===== src/spsc_pkg.sv =====
// shared types and constants of the system power-state controller
package spsc_pkg;
    // clock and timebase
    localparam int unsigned CLK_HZ            = 40_000_000;
    localparam int unsigned TICK_US           = 1000;          // slow timebase period, us
    localparam int unsigned TICK_CYC          = (CLK_HZ / 1_000_000) * TICK_US;
    localparam int unsigned LONG_PRESS_MS     = 4000;          // four-second threshold
    localparam int unsigned LONG_PRESS_TICKS  = LONG_PRESS_MS * 1000 / TICK_US;
    localparam int unsigned DEBOUNCE_MS       = 20;
    localparam int unsigned DEBOUNCE_TICKS    = DEBOUNCE_MS * 1000 / TICK_US;
    localparam int unsigned STBY_TIMEOUT_MS   = 600_000;       // ten minutes default
    localparam int unsigned STBY_TIMEOUT_TICKS = STBY_TIMEOUT_MS * 1000 / TICK_US;
    localparam int unsigned TICK_W            = 16;
    localparam int unsigned PRESS_W           = 16;
    localparam int unsigned IDLE_W            = 24;

    // one-hot system states
    typedef enum logic [5:0] {
        SPSC_ST_MECH_OFF = 6'h01,
        SPSC_ST_SOFT_OFF = 6'h02,
        SPSC_ST_WORKING  = 6'h04,
        SPSC_ST_SLEEP_S1 = 6'h08,
        SPSC_ST_SLEEP_S3 = 6'h10,
        SPSC_ST_STANDBY  = 6'h20
    } spsc_state_type;

    // wake sources, one bit each
    typedef struct packed {
        logic rtc_alarm;
        logic pme;
        logic modem;
        logic ir_cmd;
        logic usb;
        logic keyboard;
        logic lan_conn;
    } spsc_wake_type;

    // power rails and device controls that follow the state
    typedef struct packed {
        logic main_power;
        logic cpu_power;
        logic cpu_stop;
        logic mem_self_refresh;
        logic dev_d3;
        logic wake_logic_on;
        logic disk_spin_down;
        logic monitor_off;
    } spsc_power_type;

    localparam int unsigned WAKE_W = 7;
endpackage


===== src/spsc_sync.sv =====
// three-stage synchroniser with agreement on the last two stages
`timescale 1ns/1ps
module spsc_sync #(
    parameter int unsigned WIDTH = 1
) (
    // clock and reset
    input  wire logic             mclk,
    input  wire logic             reset,
    // raw and settled levels
    input  wire logic [WIDTH-1:0] raw,
    output logic      [WIDTH-1:0] level
);
    logic [WIDTH-1:0] s1_r;
    logic [WIDTH-1:0] s2_r;
    logic [WIDTH-1:0] s3_r;
    logic [WIDTH-1:0] level_r;
    wire  [WIDTH-1:0] agree = ~(s2_r ^ s3_r);

    // only the second stage reads the first, to keep metastability contained
    always_ff @(posedge mclk) begin
        if (reset) begin
            s1_r    <= '0;
            s2_r    <= '0;
            s3_r    <= '0;
            level_r <= '0;
        end else begin
            s1_r    <= raw;
            s2_r    <= s1_r;
            s3_r    <= s2_r;
            level_r <= (agree & s3_r) | (~agree & level_r);
        end
    end

    assign level = level_r;
endmodule


===== src/spsc_press_timer.sv =====
// power switch debounce and press-length measurement on the slow timebase
`timescale 1ns/1ps
module spsc_press_timer #(
    parameter int unsigned LONG_TICKS = spsc_pkg::LONG_PRESS_TICKS,
    parameter int unsigned DEB_TICKS  = spsc_pkg::DEBOUNCE_TICKS
) (
    // clock and reset
    input  wire logic mclk,
    input  wire logic reset,
    // timebase and synchronised switch
    input  wire logic tick,
    input  wire logic sw_level,
    // press results, one-cycle pulses
    output logic      short_press,
    output logic      long_press
);
    logic [spsc_pkg::PRESS_W-1:0] deb_cnt_r;
    logic [spsc_pkg::PRESS_W-1:0] held_cnt_r;
    logic                         pressed_r;
    logic                         long_done_r;
    logic                         short_r;
    logic                         long_r;

    wire deb_done   = deb_cnt_r >= spsc_pkg::PRESS_W'(DEB_TICKS);
    wire deb_change = sw_level != pressed_r;
    wire deb_take   = deb_change && deb_done;
    wire long_hit   = pressed_r && !long_done_r && tick &&
                      (held_cnt_r == spsc_pkg::PRESS_W'(LONG_TICKS - 1));

    // debounce: a new level must stand for the debounce time; length counted in ticks
    always_ff @(posedge mclk) begin
        if (reset) begin
            deb_cnt_r   <= '0;
            held_cnt_r  <= '0;
            pressed_r   <= 1'b0;
            long_done_r <= 1'b0;
            short_r     <= 1'b0;
            long_r      <= 1'b0;
        end else begin
            short_r <= deb_take && pressed_r && !long_done_r;
            long_r  <= long_hit;
            if (!deb_change) begin
                deb_cnt_r <= '0;
            end else if (tick && !deb_done) begin
                deb_cnt_r <= deb_cnt_r + 1'b1;
            end
            if (deb_take) begin
                pressed_r   <= sw_level;
                held_cnt_r  <= '0;
                long_done_r <= 1'b0;
                deb_cnt_r   <= '0;
            end else begin
                if (pressed_r && tick && !long_done_r) begin
                    held_cnt_r <= held_cnt_r + 1'b1;
                end
                if (long_hit) begin
                    long_done_r <= 1'b1;  // release after a long press is ignored
                end
            end
        end
    end

    assign short_press = short_r;
    assign long_press  = long_r;
endmodule


===== src/spsc_top.sv =====
// system power-state controller: switch timing, wake qualification, legacy standby
`timescale 1ns/1ps

module spsc_top #(
    parameter int unsigned TICK_CYC     = spsc_pkg::TICK_CYC,
    parameter int unsigned LONG_TICKS   = spsc_pkg::LONG_PRESS_TICKS,
    parameter int unsigned DEB_TICKS    = spsc_pkg::DEBOUNCE_TICKS,
    parameter int unsigned IDLE_TICKS   = spsc_pkg::STBY_TIMEOUT_TICKS
) (
    // clock and reset
    input  wire logic                   mclk,
    input  wire logic                   reset,
    // supply presence
    input  wire logic                   ac_present,
    input  wire logic                   aux_power_ok,
    // front-panel switch, high while pressed
    input  wire logic                   power_switch,
    // wake sources, raw pins
    input  wire spsc_pkg::spsc_wake_type wake_raw,
    input  wire logic                   mouse_activity,
    input  wire logic                   service_request,
    // software controls, same clock
    input  wire logic                   os_power_control,
    input  wire logic                   pm_enable,
    input  wire logic                   sw_standby_req,
    input  wire logic                   sw_sleep_s3,
    input  wire logic                   sw_soft_off_req,
    // state and power outputs
    output spsc_pkg::spsc_state_type    sys_state,
    output spsc_pkg::spsc_power_type    power_ctl,
    output logic                        service_enable,
    output logic                        wake_event
);
    localparam int unsigned SYNC_W = spsc_pkg::WAKE_W + 4;

    // --------------------------------------------------------------
    // input synchronisation
    // --------------------------------------------------------------
    logic [SYNC_W-1:0]       sync_level;
    spsc_pkg::spsc_wake_type wake_s;
    logic                    sw_s;
    logic                    mouse_s;
    logic                    svc_s;
    logic                    ac_s;

    spsc_sync #(
        .WIDTH (SYNC_W)
    ) u_sync (
        .mclk  (mclk),
        .reset (reset),
        .raw   ({wake_raw, power_switch, mouse_activity, service_request, ac_present}),
        .level (sync_level)
    );

    assign wake_s  = sync_level[SYNC_W-1:4];
    assign sw_s    = sync_level[3];
    assign mouse_s = sync_level[2];
    assign svc_s   = sync_level[1];
    assign ac_s    = sync_level[0];

    // --------------------------------------------------------------
    // slow timebase
    // --------------------------------------------------------------
    logic [spsc_pkg::TICK_W-1:0] tick_cnt_r;
    logic                        tick_r;
    wire                         tick_wrap = tick_cnt_r == spsc_pkg::TICK_W'(TICK_CYC - 1);

    // one tick per timebase period feeds the press and idle counters
    always_ff @(posedge mclk) begin
        if (reset) begin
            tick_cnt_r <= '0;
            tick_r     <= 1'b0;
        end else begin
            tick_cnt_r <= tick_wrap ? '0 : tick_cnt_r + 1'b1;
            tick_r     <= tick_wrap;
        end
    end

    // --------------------------------------------------------------
    // power switch timing
    // --------------------------------------------------------------
    logic short_press;
    logic long_press;

    spsc_press_timer #(
        .LONG_TICKS (LONG_TICKS),
        .DEB_TICKS  (DEB_TICKS)
    ) u_press (
        .mclk        (mclk),
        .reset       (reset),
        .tick        (tick_r),
        .sw_level    (sw_s),
        .short_press (short_press),
        .long_press  (long_press)
    );

    // --------------------------------------------------------------
    // wake edge detection and qualification
    // --------------------------------------------------------------
    spsc_pkg::spsc_wake_type wake_d_r;
    logic                    mouse_d_r;
    spsc_pkg::spsc_state_type state_r;
    spsc_pkg::spsc_state_type state_nxt;

    wire spsc_pkg::spsc_wake_type wake_rise = wake_s & ~wake_d_r;
    wire mouse_rise = mouse_s & ~mouse_d_r;

    wire in_s1   = state_r == spsc_pkg::SPSC_ST_SLEEP_S1;
    wire in_s3   = state_r == spsc_pkg::SPSC_ST_SLEEP_S3;
    wire in_s5   = state_r == spsc_pkg::SPSC_ST_SOFT_OFF;
    wire in_work = state_r == spsc_pkg::SPSC_ST_WORKING;
    wire in_stby = state_r == spsc_pkg::SPSC_ST_STANDBY;
    wire in_g3   = state_r == spsc_pkg::SPSC_ST_MECH_OFF;
    wire in_slp  = in_s1 || in_s3;

    // sources allowed from S1, S3 and soft-off
    wire wake_any_state = wake_rise.rtc_alarm || wake_rise.pme;
    // sources that need the sleep-state wake logic powered
    wire wake_sleep_only = wake_rise.modem || wake_rise.ir_cmd ||
                           wake_rise.usb || wake_rise.keyboard;
    wire wake_from_sleep = in_slp && (wake_any_state || wake_sleep_only);
    wire wake_from_off   = in_s5 && (wake_any_state || wake_rise.lan_conn);

    // --------------------------------------------------------------
    // legacy standby inactivity timer
    // --------------------------------------------------------------
    logic [spsc_pkg::IDLE_W-1:0] idle_cnt_r;
    wire legacy_mode  = !os_power_control;
    wire activity     = wake_rise.keyboard || mouse_rise;
    wire idle_expire  = pm_enable && legacy_mode && in_work && tick_r &&
                        (idle_cnt_r == spsc_pkg::IDLE_W'(IDLE_TICKS - 1));
    wire stby_request = legacy_mode && in_work && sw_standby_req;
    wire stby_exit    = in_stby && activity;

    // idle count restarts on any activity and outside working
    always_ff @(posedge mclk) begin
        if (reset) begin
            idle_cnt_r <= '0;
        end else if (!in_work || activity || !pm_enable) begin
            idle_cnt_r <= '0;
        end else if (tick_r && !idle_expire) begin
            idle_cnt_r <= idle_cnt_r + 1'b1;
        end
    end

    // --------------------------------------------------------------
    // system state machine
    // --------------------------------------------------------------
    wire g3_enter  = !ac_s && !aux_power_ok;
    logic wake_nxt;

    always_comb begin
        state_nxt = state_r;
        wake_nxt  = 1'b0;
        if (g3_enter) begin
            state_nxt = spsc_pkg::SPSC_ST_MECH_OFF;
        end else begin
            unique case (state_r)
                spsc_pkg::SPSC_ST_MECH_OFF: begin
                    // power back: come up soft-off and wait for a wake source
                    state_nxt = spsc_pkg::SPSC_ST_SOFT_OFF;
                end
                spsc_pkg::SPSC_ST_SOFT_OFF: begin
                    if (short_press || wake_from_off) begin
                        state_nxt = spsc_pkg::SPSC_ST_WORKING;
                        wake_nxt  = 1'b1;
                    end
                end
                spsc_pkg::SPSC_ST_WORKING: begin
                    if (long_press || sw_soft_off_req) begin
                        state_nxt = spsc_pkg::SPSC_ST_SOFT_OFF;
                    end else if (short_press) begin
                        state_nxt = sw_sleep_s3 ? spsc_pkg::SPSC_ST_SLEEP_S3
                                                : spsc_pkg::SPSC_ST_SLEEP_S1;
                    end else if (idle_expire || stby_request) begin
                        state_nxt = spsc_pkg::SPSC_ST_STANDBY;
                    end
                end
                spsc_pkg::SPSC_ST_SLEEP_S1,
                spsc_pkg::SPSC_ST_SLEEP_S3: begin
                    if (long_press) begin
                        state_nxt = spsc_pkg::SPSC_ST_SOFT_OFF;
                    end else if (short_press || wake_from_sleep) begin
                        state_nxt = spsc_pkg::SPSC_ST_WORKING;
                        wake_nxt  = 1'b1;
                    end
                end
                spsc_pkg::SPSC_ST_STANDBY: begin
                    if (long_press) begin
                        state_nxt = spsc_pkg::SPSC_ST_SOFT_OFF;
                    end else if (stby_exit || short_press) begin
                        state_nxt = spsc_pkg::SPSC_ST_WORKING;
                        wake_nxt  = 1'b1;
                    end
                end
                default: begin
                    state_nxt = spsc_pkg::SPSC_ST_MECH_OFF;  // illegal code recovers safe
                end
            endcase
        end
    end

    // state and edge history registers
    always_ff @(posedge mclk) begin
        if (reset) begin
            state_r   <= spsc_pkg::SPSC_ST_MECH_OFF;
            wake_d_r  <= '0;
            mouse_d_r <= 1'b0;
        end else begin
            state_r   <= state_nxt;
            wake_d_r  <= wake_s;
            mouse_d_r <= mouse_s;
        end
    end

    // --------------------------------------------------------------
    // power controls derived from the next state
    // --------------------------------------------------------------
    wire nx_work = state_nxt == spsc_pkg::SPSC_ST_WORKING;
    wire nx_s1   = state_nxt == spsc_pkg::SPSC_ST_SLEEP_S1;
    wire nx_s3   = state_nxt == spsc_pkg::SPSC_ST_SLEEP_S3;
    wire nx_s5   = state_nxt == spsc_pkg::SPSC_ST_SOFT_OFF;
    wire nx_stby = state_nxt == spsc_pkg::SPSC_ST_STANDBY;
    wire nx_g3   = state_nxt == spsc_pkg::SPSC_ST_MECH_OFF;

    spsc_pkg::spsc_power_type pwr_nxt;
    assign pwr_nxt.main_power       = nx_work || nx_s1 || nx_stby;
    assign pwr_nxt.cpu_power        = nx_work || nx_s1 || nx_stby;
    assign pwr_nxt.cpu_stop         = nx_s1;
    assign pwr_nxt.mem_self_refresh = nx_s3;
    assign pwr_nxt.dev_d3           = nx_s3 || nx_s5 || nx_g3;
    // wake logic stays up in S1, S3 and soft-off; off in G3, which is entered only with aux_power_ok low
    assign pwr_nxt.wake_logic_on    = nx_s1 || nx_s3 || nx_s5 ||
                                      (nx_g3 && aux_power_ok);
    assign pwr_nxt.disk_spin_down   = nx_stby || nx_s3 || nx_s5 || nx_g3;
    assign pwr_nxt.monitor_off      = !(nx_work || nx_s1) || nx_s1;

    // service path stays open in standby so interrupts are still handled
    wire svc_nxt = (nx_work || nx_stby) && (svc_s || 1'b1);

    spsc_pkg::spsc_power_type pwr_r;
    logic                     svc_r;
    logic                     wake_r;

    // outputs registered; monitor restored in the same edge as standby exit
    always_ff @(posedge mclk) begin
        if (reset) begin
            pwr_r  <= '0;
            svc_r  <= 1'b0;
            wake_r <= 1'b0;
        end else begin
            pwr_r  <= pwr_nxt;
            svc_r  <= svc_nxt;
            wake_r <= wake_nxt;
        end
    end

    assign sys_state      = state_r;
    assign power_ctl      = pwr_r;
    assign service_enable = svc_r;
    assign wake_event     = wake_r;
endmodule


===== config.mk =====
export PLATFORM = sky130hd
export DESIGN_NAME = spsc_top
export DESIGN_NICKNAME = d
export VERILOG_FILES = /design/src/spsc_pkg.sv /design/src/spsc_sync.sv /design/src/spsc_press_timer.sv /design/src/spsc_top.sv
export SDC_FILE = /design/constraint.sdc
export NUM_CORES = 1
export LEC_CHECK = 0
export ABC_AREA = 1
export BUFFER_PORTS_ARGS = -buffer_cell sky130_fd_sc_hd__buf_4
export CORE_MARGIN = 2
export CORE_UTILIZATION = 52
export CTS_CLUSTER_DIAMETER = 50
export DETAILED_ROUTE_END_ITERATION = 7
export GPL_ROUTABILITY_DRIVEN = 0
export PLACE_DENSITY = 0.7
export SLEW_MARGIN = 40
export SYNTH_ARGS = -nofsm -noshare
export SYNTH_HDL_FRONTEND = slang
export SYNTH_SLANG_ARGS = --single-unit

===== constraint.sdc =====
create_clock -name mclk -period 2.08 [get_ports mclk]
set_input_delay 0.104 -clock mclk [delete_from_list [all_inputs] [get_ports mclk]]
set_output_delay 0.104 -clock mclk [all_outputs]
set_load 0.005 [all_outputs]

==> metrics.txt, run 1 <==
Crit. End Element=flip-flop; Worst Hold Path Cells=5; Cell variety after synth=39; max-cap violations=0; crit-path leading delay family=simple AND/OR/NAND/NOR gates; area share of fa/ha/maj cells after synthesis=1.10%; cell count after synthesis=767; CP required=~2.5 ns; dpl cells=944; row cnt=38; Die Y=109 µm; EDFF count, synth=0; core area=between 10,000 and 15,000 µm²; top post-synthesis cells by area=dfxtp_1 49%, nor2_1 9.1%, inv_1 8.4%; ys flop type=dfxtp_1; CP dominant cell by count=nor2_1; I/O Pins=35; Layout fillers=893; setup slack after layout=between 0.15 and 0.2 ns; Tcrit/Tclk final=90.9%; critical setup path kind=reg2reg; Area Growth Syn to Fin=22.6%; post-synthesis async set-or-reset flop share=0%; fin cells=997; simple-gate share of the synthesized area=29.3%; total power=between 6 and 7 mW; Power Dens Cells=875 nW/µm²; CP max-delay cell=nor2_1; CTS buffer count=17; nets=868; xor/xnor share of the synthesized area=2.15%; first-pass GRT wire length=about 20,000 µm; Fin Setup TNS=0 ns; initial core utilization=53.1%; status=finished clean; die width=109 µm; Ant. Diodes=0; post-synthesis compound-gate area fraction=under 10%; crit-path max FO=5; CP cell instances=ha_1 -> inv_1 -> nor2_2 -> nand3_1 -> nor2_1 -> nand3_4 -> nand4_1 -> nor2_1 -> nand4_1 -> nor2_1 -> nor2_1; Setup WS pre-CTS=0.241 ns; post-DP HPWL=between 7000 and 8000 µm; fmax=529 MHz; hold_ws=0.0238 ns; synthesized cell area=5700 µm²; Max rail drop VDD=a little over 0.0007 V; wire length per cell=11.5 µm; Clock Tree Root=clkbuf_8; initial drt markers=331; Final Skew=0.0146 ns; critical path's largest stage delay=between 0.3 and 0.4 ns; Overflow after GRT=0; Via density=5.01; Final Hold Fails=0; total wire length=11,500 µm; Routed Antenna Nets=0; crit path DAT=2.32 ns; design area=between 6000 and 7000 µm²; total number of vias=4,991; vias in the first global route=approximately 4,700; part of the Yosys area used for sequential elements=49.2%; Post-CTS Setup Inserts=0; layout cells sized above 1=between 10% and 20%; yosys warns=0; total die area=11,800 µm²; Slew Limit Fails=0; largest net degree at the start of global routing=30; clk sinks=140; Total GRT Usage=21.2%; cell count along the critical path=11; largest family of logic cells by synthesized area=simple AND/OR/NAND/NOR gates; RSZ-0062 raised after global routing=false; clk slew on worst S/H paths=around 0.06 ns; leakage=approximately 2.9 nW; CTS tree=yes; clock latency on the worst-skew pair=about 0.55 ns; #FFs+latches synth=140; Residual DRC=0; CTS max path bufs=2; placed inst area=just over 6000 µm²; DR pass1 iterations=5; Setup Viol. Count Final=0; area share of the largest cell type after synthesis=approximately 50%; area leader, netlist=dfxtp_1; utilization of the core after routing=between 60 and 70%; hold crit path type=in2reg; crit path buf inv count=1; H-tree depth=4; initial antenna violation count=0; R2R depth=11; synthesized area per cell=around 7.4 µm²; Setup crit start kind=flip-flop; min Tclk post-route=1.89 ns; Port Buffers=33; multiplexer share of the synthesized area=0%
## cell families after synthesis
family                     Yosys count
adders and majority gates            5
and+or+nand+nor                    371
DFF                                140
buffers and inverters              144
xor gates and xnor gates            14
AOI/OAI and AO/OA                   92
other                                1
## Yosys cell counts (4+ instances only)
library cell,instances
dfxtp_1,140
nor2_1,138
inv_1,128
nand2_1,121
a21oi_1,50
nand3_1,37
o21ai_0,32
nand4_1,21
nor3_1,19
xor2_1,12
nor2_2,9
clkbuf_1,6
nor4_1,6
ha_1,5
or2_2,4
## sequential cells by signal, summed over array words and instances (netlist names), 6 cells and up, named ones only
register and cells:
u_sync.s2_r 10, idle_cnt_r 24, u_sync.s1_r 10, sys_state 6
u_press.deb_cnt_r 16, wake_d_r 7, u_sync.s3_r 10, power_ctl 7
u_press.held_cnt_r 16, tick_cnt_r 16
## report_power, final
group	switching, mW	internal (mW)	total [mW]
logic	0.0918	0.0919	0.184
registers	0.0219	2.73	2.75
clock network	1.20	1.98	3.18
total	1.31	4.80	6.12
## tightest hold or removal path, stage by stage
cell,delay [ns]
buf_4,0.09
nand3_1,0.07
nand2_1,0.07
nand2_1,0.11
nor2_1,0.10
## timing repair
action | CTS | global route
hold endpoints to repair | 27 | 0
hold buffers | 21 | 0
endpoints found under the setup margin | 0 | 1
gates resized for setup | 0 | 2
## placed cells by master (no fill, tap or decap), drive strengths merged, types with 6 or more instances in the layout
cell type / instances
conb: 11
nand2: 125
nand3: 40
a21oi: 50
dfxtp: 140
nor3: 22
o21ai: 33
nor2: 150
dlygate4sd3: 21
nor4: 6
nand4: 21
inv: 136
xor2: 12
clkbuf: 18
buf: 40
## path summary, 6_finish.rpt
| kind | start | endpoint | slack, ns |
|---|---|---|---|
| max | idle_cnt_r[0] | idle_cnt_r[23] | 0.19 |
| min | sw_sleep_s3 | power_ctl[4] | 0.02 |
| max reg2reg | idle_cnt_r[0] | idle_cnt_r[23] | 0.19 |
| min reg2reg | u_sync.s1_r[4] | u_sync.s2_r[4] | 0.40 |
## per-layer routing
metal	global-route usage [%]	vias to the layer above	wire [µm]
met1	23.3	2299	4920
met5	0	-	0
met4	7.97	0	186
met2	37.6	117	5890
li1	-	2554	-
met3	7.41	21	505
## area by class of cell
cell class	instances	area [µm²]	area share, %
multi-input combinational	493	2390	34.1
tap	140	175	2.50
clock inverter	14	206	2.95
clock buffer	18	418	5.98
sequential	140	2800	40.1
inverter	131	493	7.05
timing repair buffer	61	510	7.30
No activity file was read; power rests on OpenSTA's default activity.
==> run 2, diff against run 1 <==
Settings changed: CORE_ASPECT_RATIO from default to 1.75, CTS_CLUSTER_DIAMETER 50 to default.
==> metrics.txt, run 2 (synthesis results as in run 1) <==
clock latency on the worst-skew pair=0.41 ns (-0.14 ns); layout cells sized above 1=12.4% (+0.35 points); largest net degree at the start of global routing=42 (+40%); wire length per cell=11.7 µm (+1.5%); Crit. End Element=flip-flop; Final Skew=0.0112 ns (-0.00338 ns); die width=83.2 µm (-24%); Port Buffers=33 (unchanged); I/O Pins=35 (unchanged); Ant. Diodes=0 (unchanged); clock group share of total power=50.2% (-1.8 points); sequential share of power=46.8% (+1.8 points); Final Hold Fails=0 (unchanged); most frequent cells in the layout=140 x dfxtp_1, 136 x nor2_1, 128 x inv_1; Switching Share=22.8% (+1.3 points); Routed Antenna Nets=0 (unchanged); Max rail drop VDD=0.000679 V (-4.5%); met3 Use GR=4.70% (-2.7 points); Clock Tree Root=clkbuf_16; crit-path max FO=4 (-1); Setup crit start kind=flip-flop; DR pass1 iterations=5 (unchanged); hold crit path type=in2reg; CTS max path bufs=2 (unchanged); Internal Power=4.54 mW (-5.5%); clk slew on worst S/H paths=0.07 ns (about the same); H-tree depth=4 (unchanged); Slew Limit Fails=0 (unchanged); Power Dens Cells=857 nW/µm² (-2.0%); core area=10,700 µm² (-0.44%); GR met1 Demand/Resource=18.5% (-4.8 points); total number of vias=4,874 (-2.3%); met2 Track Usage GR=39.9% (+2.3 points); crit path DAT=2.19 ns (-0.13 ns); Setup Viol. Count Final=0 (unchanged); total wire length=11,500 µm (-0.29%); Worst Hold Path Cells=5 (unchanged); sw power=1.34 mW (+1.7%); CP required=2.40 ns (-0.11 ns); Overflow after GRT=0 (unchanged); initial drt markers=202 (-39%); nets=860 (-0.92%); first-pass GRT wire length=19,300 µm (-1.9%); Hold EP=power_ctl[2]; gr busiest metal=met2; CTS tree=yes; status=finished clean; Die Y=143 µm (+31%); total die area=11,900 µm² (+0.27%); post-DP HPWL=8280 µm (+7.0%); Tcrit/Tclk final=90.0% (-0.84 points); Comb pwr share=2.9% (about the same); initial antenna violation count=0 (unchanged); Fin Setup TNS=0 ns (unchanged); Total GRT Usage=20.1% (-1.1 points); leakage=2.84 nW (-1.8%); reg2reg start=idle_cnt_r[0]; Residual DRC=0 (unchanged); clk sinks=140 (unchanged); Critical R2R Capture=idle_cnt_r[22]; most common cell after layout, fill and taps aside=dfxtp_1; Post-CTS Setup Inserts=0 (unchanged); critical setup path kind=reg2reg; vias in the first global route=4,754 (+0.44%); fmax=534 MHz (+0.94%); total power=5.88 mW (-3.9%); R2R depth=10 (-1); worst hold start=aux_power_ok; largest reg by FF count=idle_cnt_r; RSZ-0062 raised after global routing=false; row cnt=50 (+32%); Area Growth Syn to Fin=20.3%; min Tclk post-route=1.87 ns (-0.0175 ns); max FFs per register=24 (unchanged); max-cap violations=0 (unchanged); Via density=4.98 (-0.55%); initial core utilization=53.3% (+0.24 points); R2R Setup Slk=0.21 ns (+0.02 ns); CTS buffer count=17 (unchanged)
-- run 2: timing repair --
action / 4_1_cts / 5_1_grt
setup endpoints to repair: 0 / 3
resized for setup: 0 / 2
hold endpoints to repair: 19 / 0
hold buffers: 12 / 0
-- run 2: worst max path at each step --
stage	start	endpoint	slack (ns)	cells after the start
after global placement	idle_cnt_r[0]	idle_cnt_r[22]	0.23	10
after CTS	idle_cnt_r[0]	idle_cnt_r[22]	0.15	10
after global routing	idle_cnt_r[0]	idle_cnt_r[23]	0.02	11
after floorplan	idle_cnt_r[0]	idle_cnt_r[15]	0.49	12
after detailed placement	idle_cnt_r[0]	idle_cnt_r[22]	0.16	10
final	idle_cnt_r[0]	idle_cnt_r[22]	0.21	10
-- run 2: final cells by class --
type	count	area, µm²
inverters	131	493
clock buffers	18	439
flip-flops and latches	140	2800
multi-input cells	493	2390
clock inverters	14	146
well taps	130	163
repair buffers	53	428
fillers	935	3840
-- run 2: layer usage --
layer	wire length [µm]	part of all wire (%)	up-vias
li1	-	-	2533
met1	4370	38	2218
met2	6390	56	91
met3	330	2.9	32
met4	377	3.3	0
met5	0	0	-
-- run 2: stage by stage --
step	area, µm²	instances	hold slack, ns	util [%]	setup slack (ns)
6_report	6860	979	0.0287	64.1	0.207
5_1_grt	6860	979	0.0693	64.1	0.0229
4_1_cts	6860	979	0.0172	64.1	0.147
3_5_place_dp	6150	935	0.311	57.5	0.158
3_3_place_gp	6150	935	0.303	57.5	0.230
2_1_floorplan	5740	777	0.211	-	0.489
-- run 2: critical path, stage by stage (launching register included) --
cell and delay [ns]:
dfxtp_1 0.36, ha_1 0.20, inv_1 0.06, nor2_2 0.18, nand3_1 0.12, nor2_1 0.15, nand4_1 0.18, nor2_2 0.26
nand4_1 0.12, nor2_1 0.11, nor2_1 0.04
-- run 2: power by group through the flow --
stage | sequential [mW] | clock (mW) | combinational, mW
floorplan | 2.81 | 0 | 0.0861
global placement | 2.81 | 0 | 0.149
detailed placement | 2.81 | 0 | 0.152
CTS | 2.75 | 3.02 | 0.171
global route | 2.76 | 3.13 | 0.194
finish | 2.75 | 2.95 | 0.171
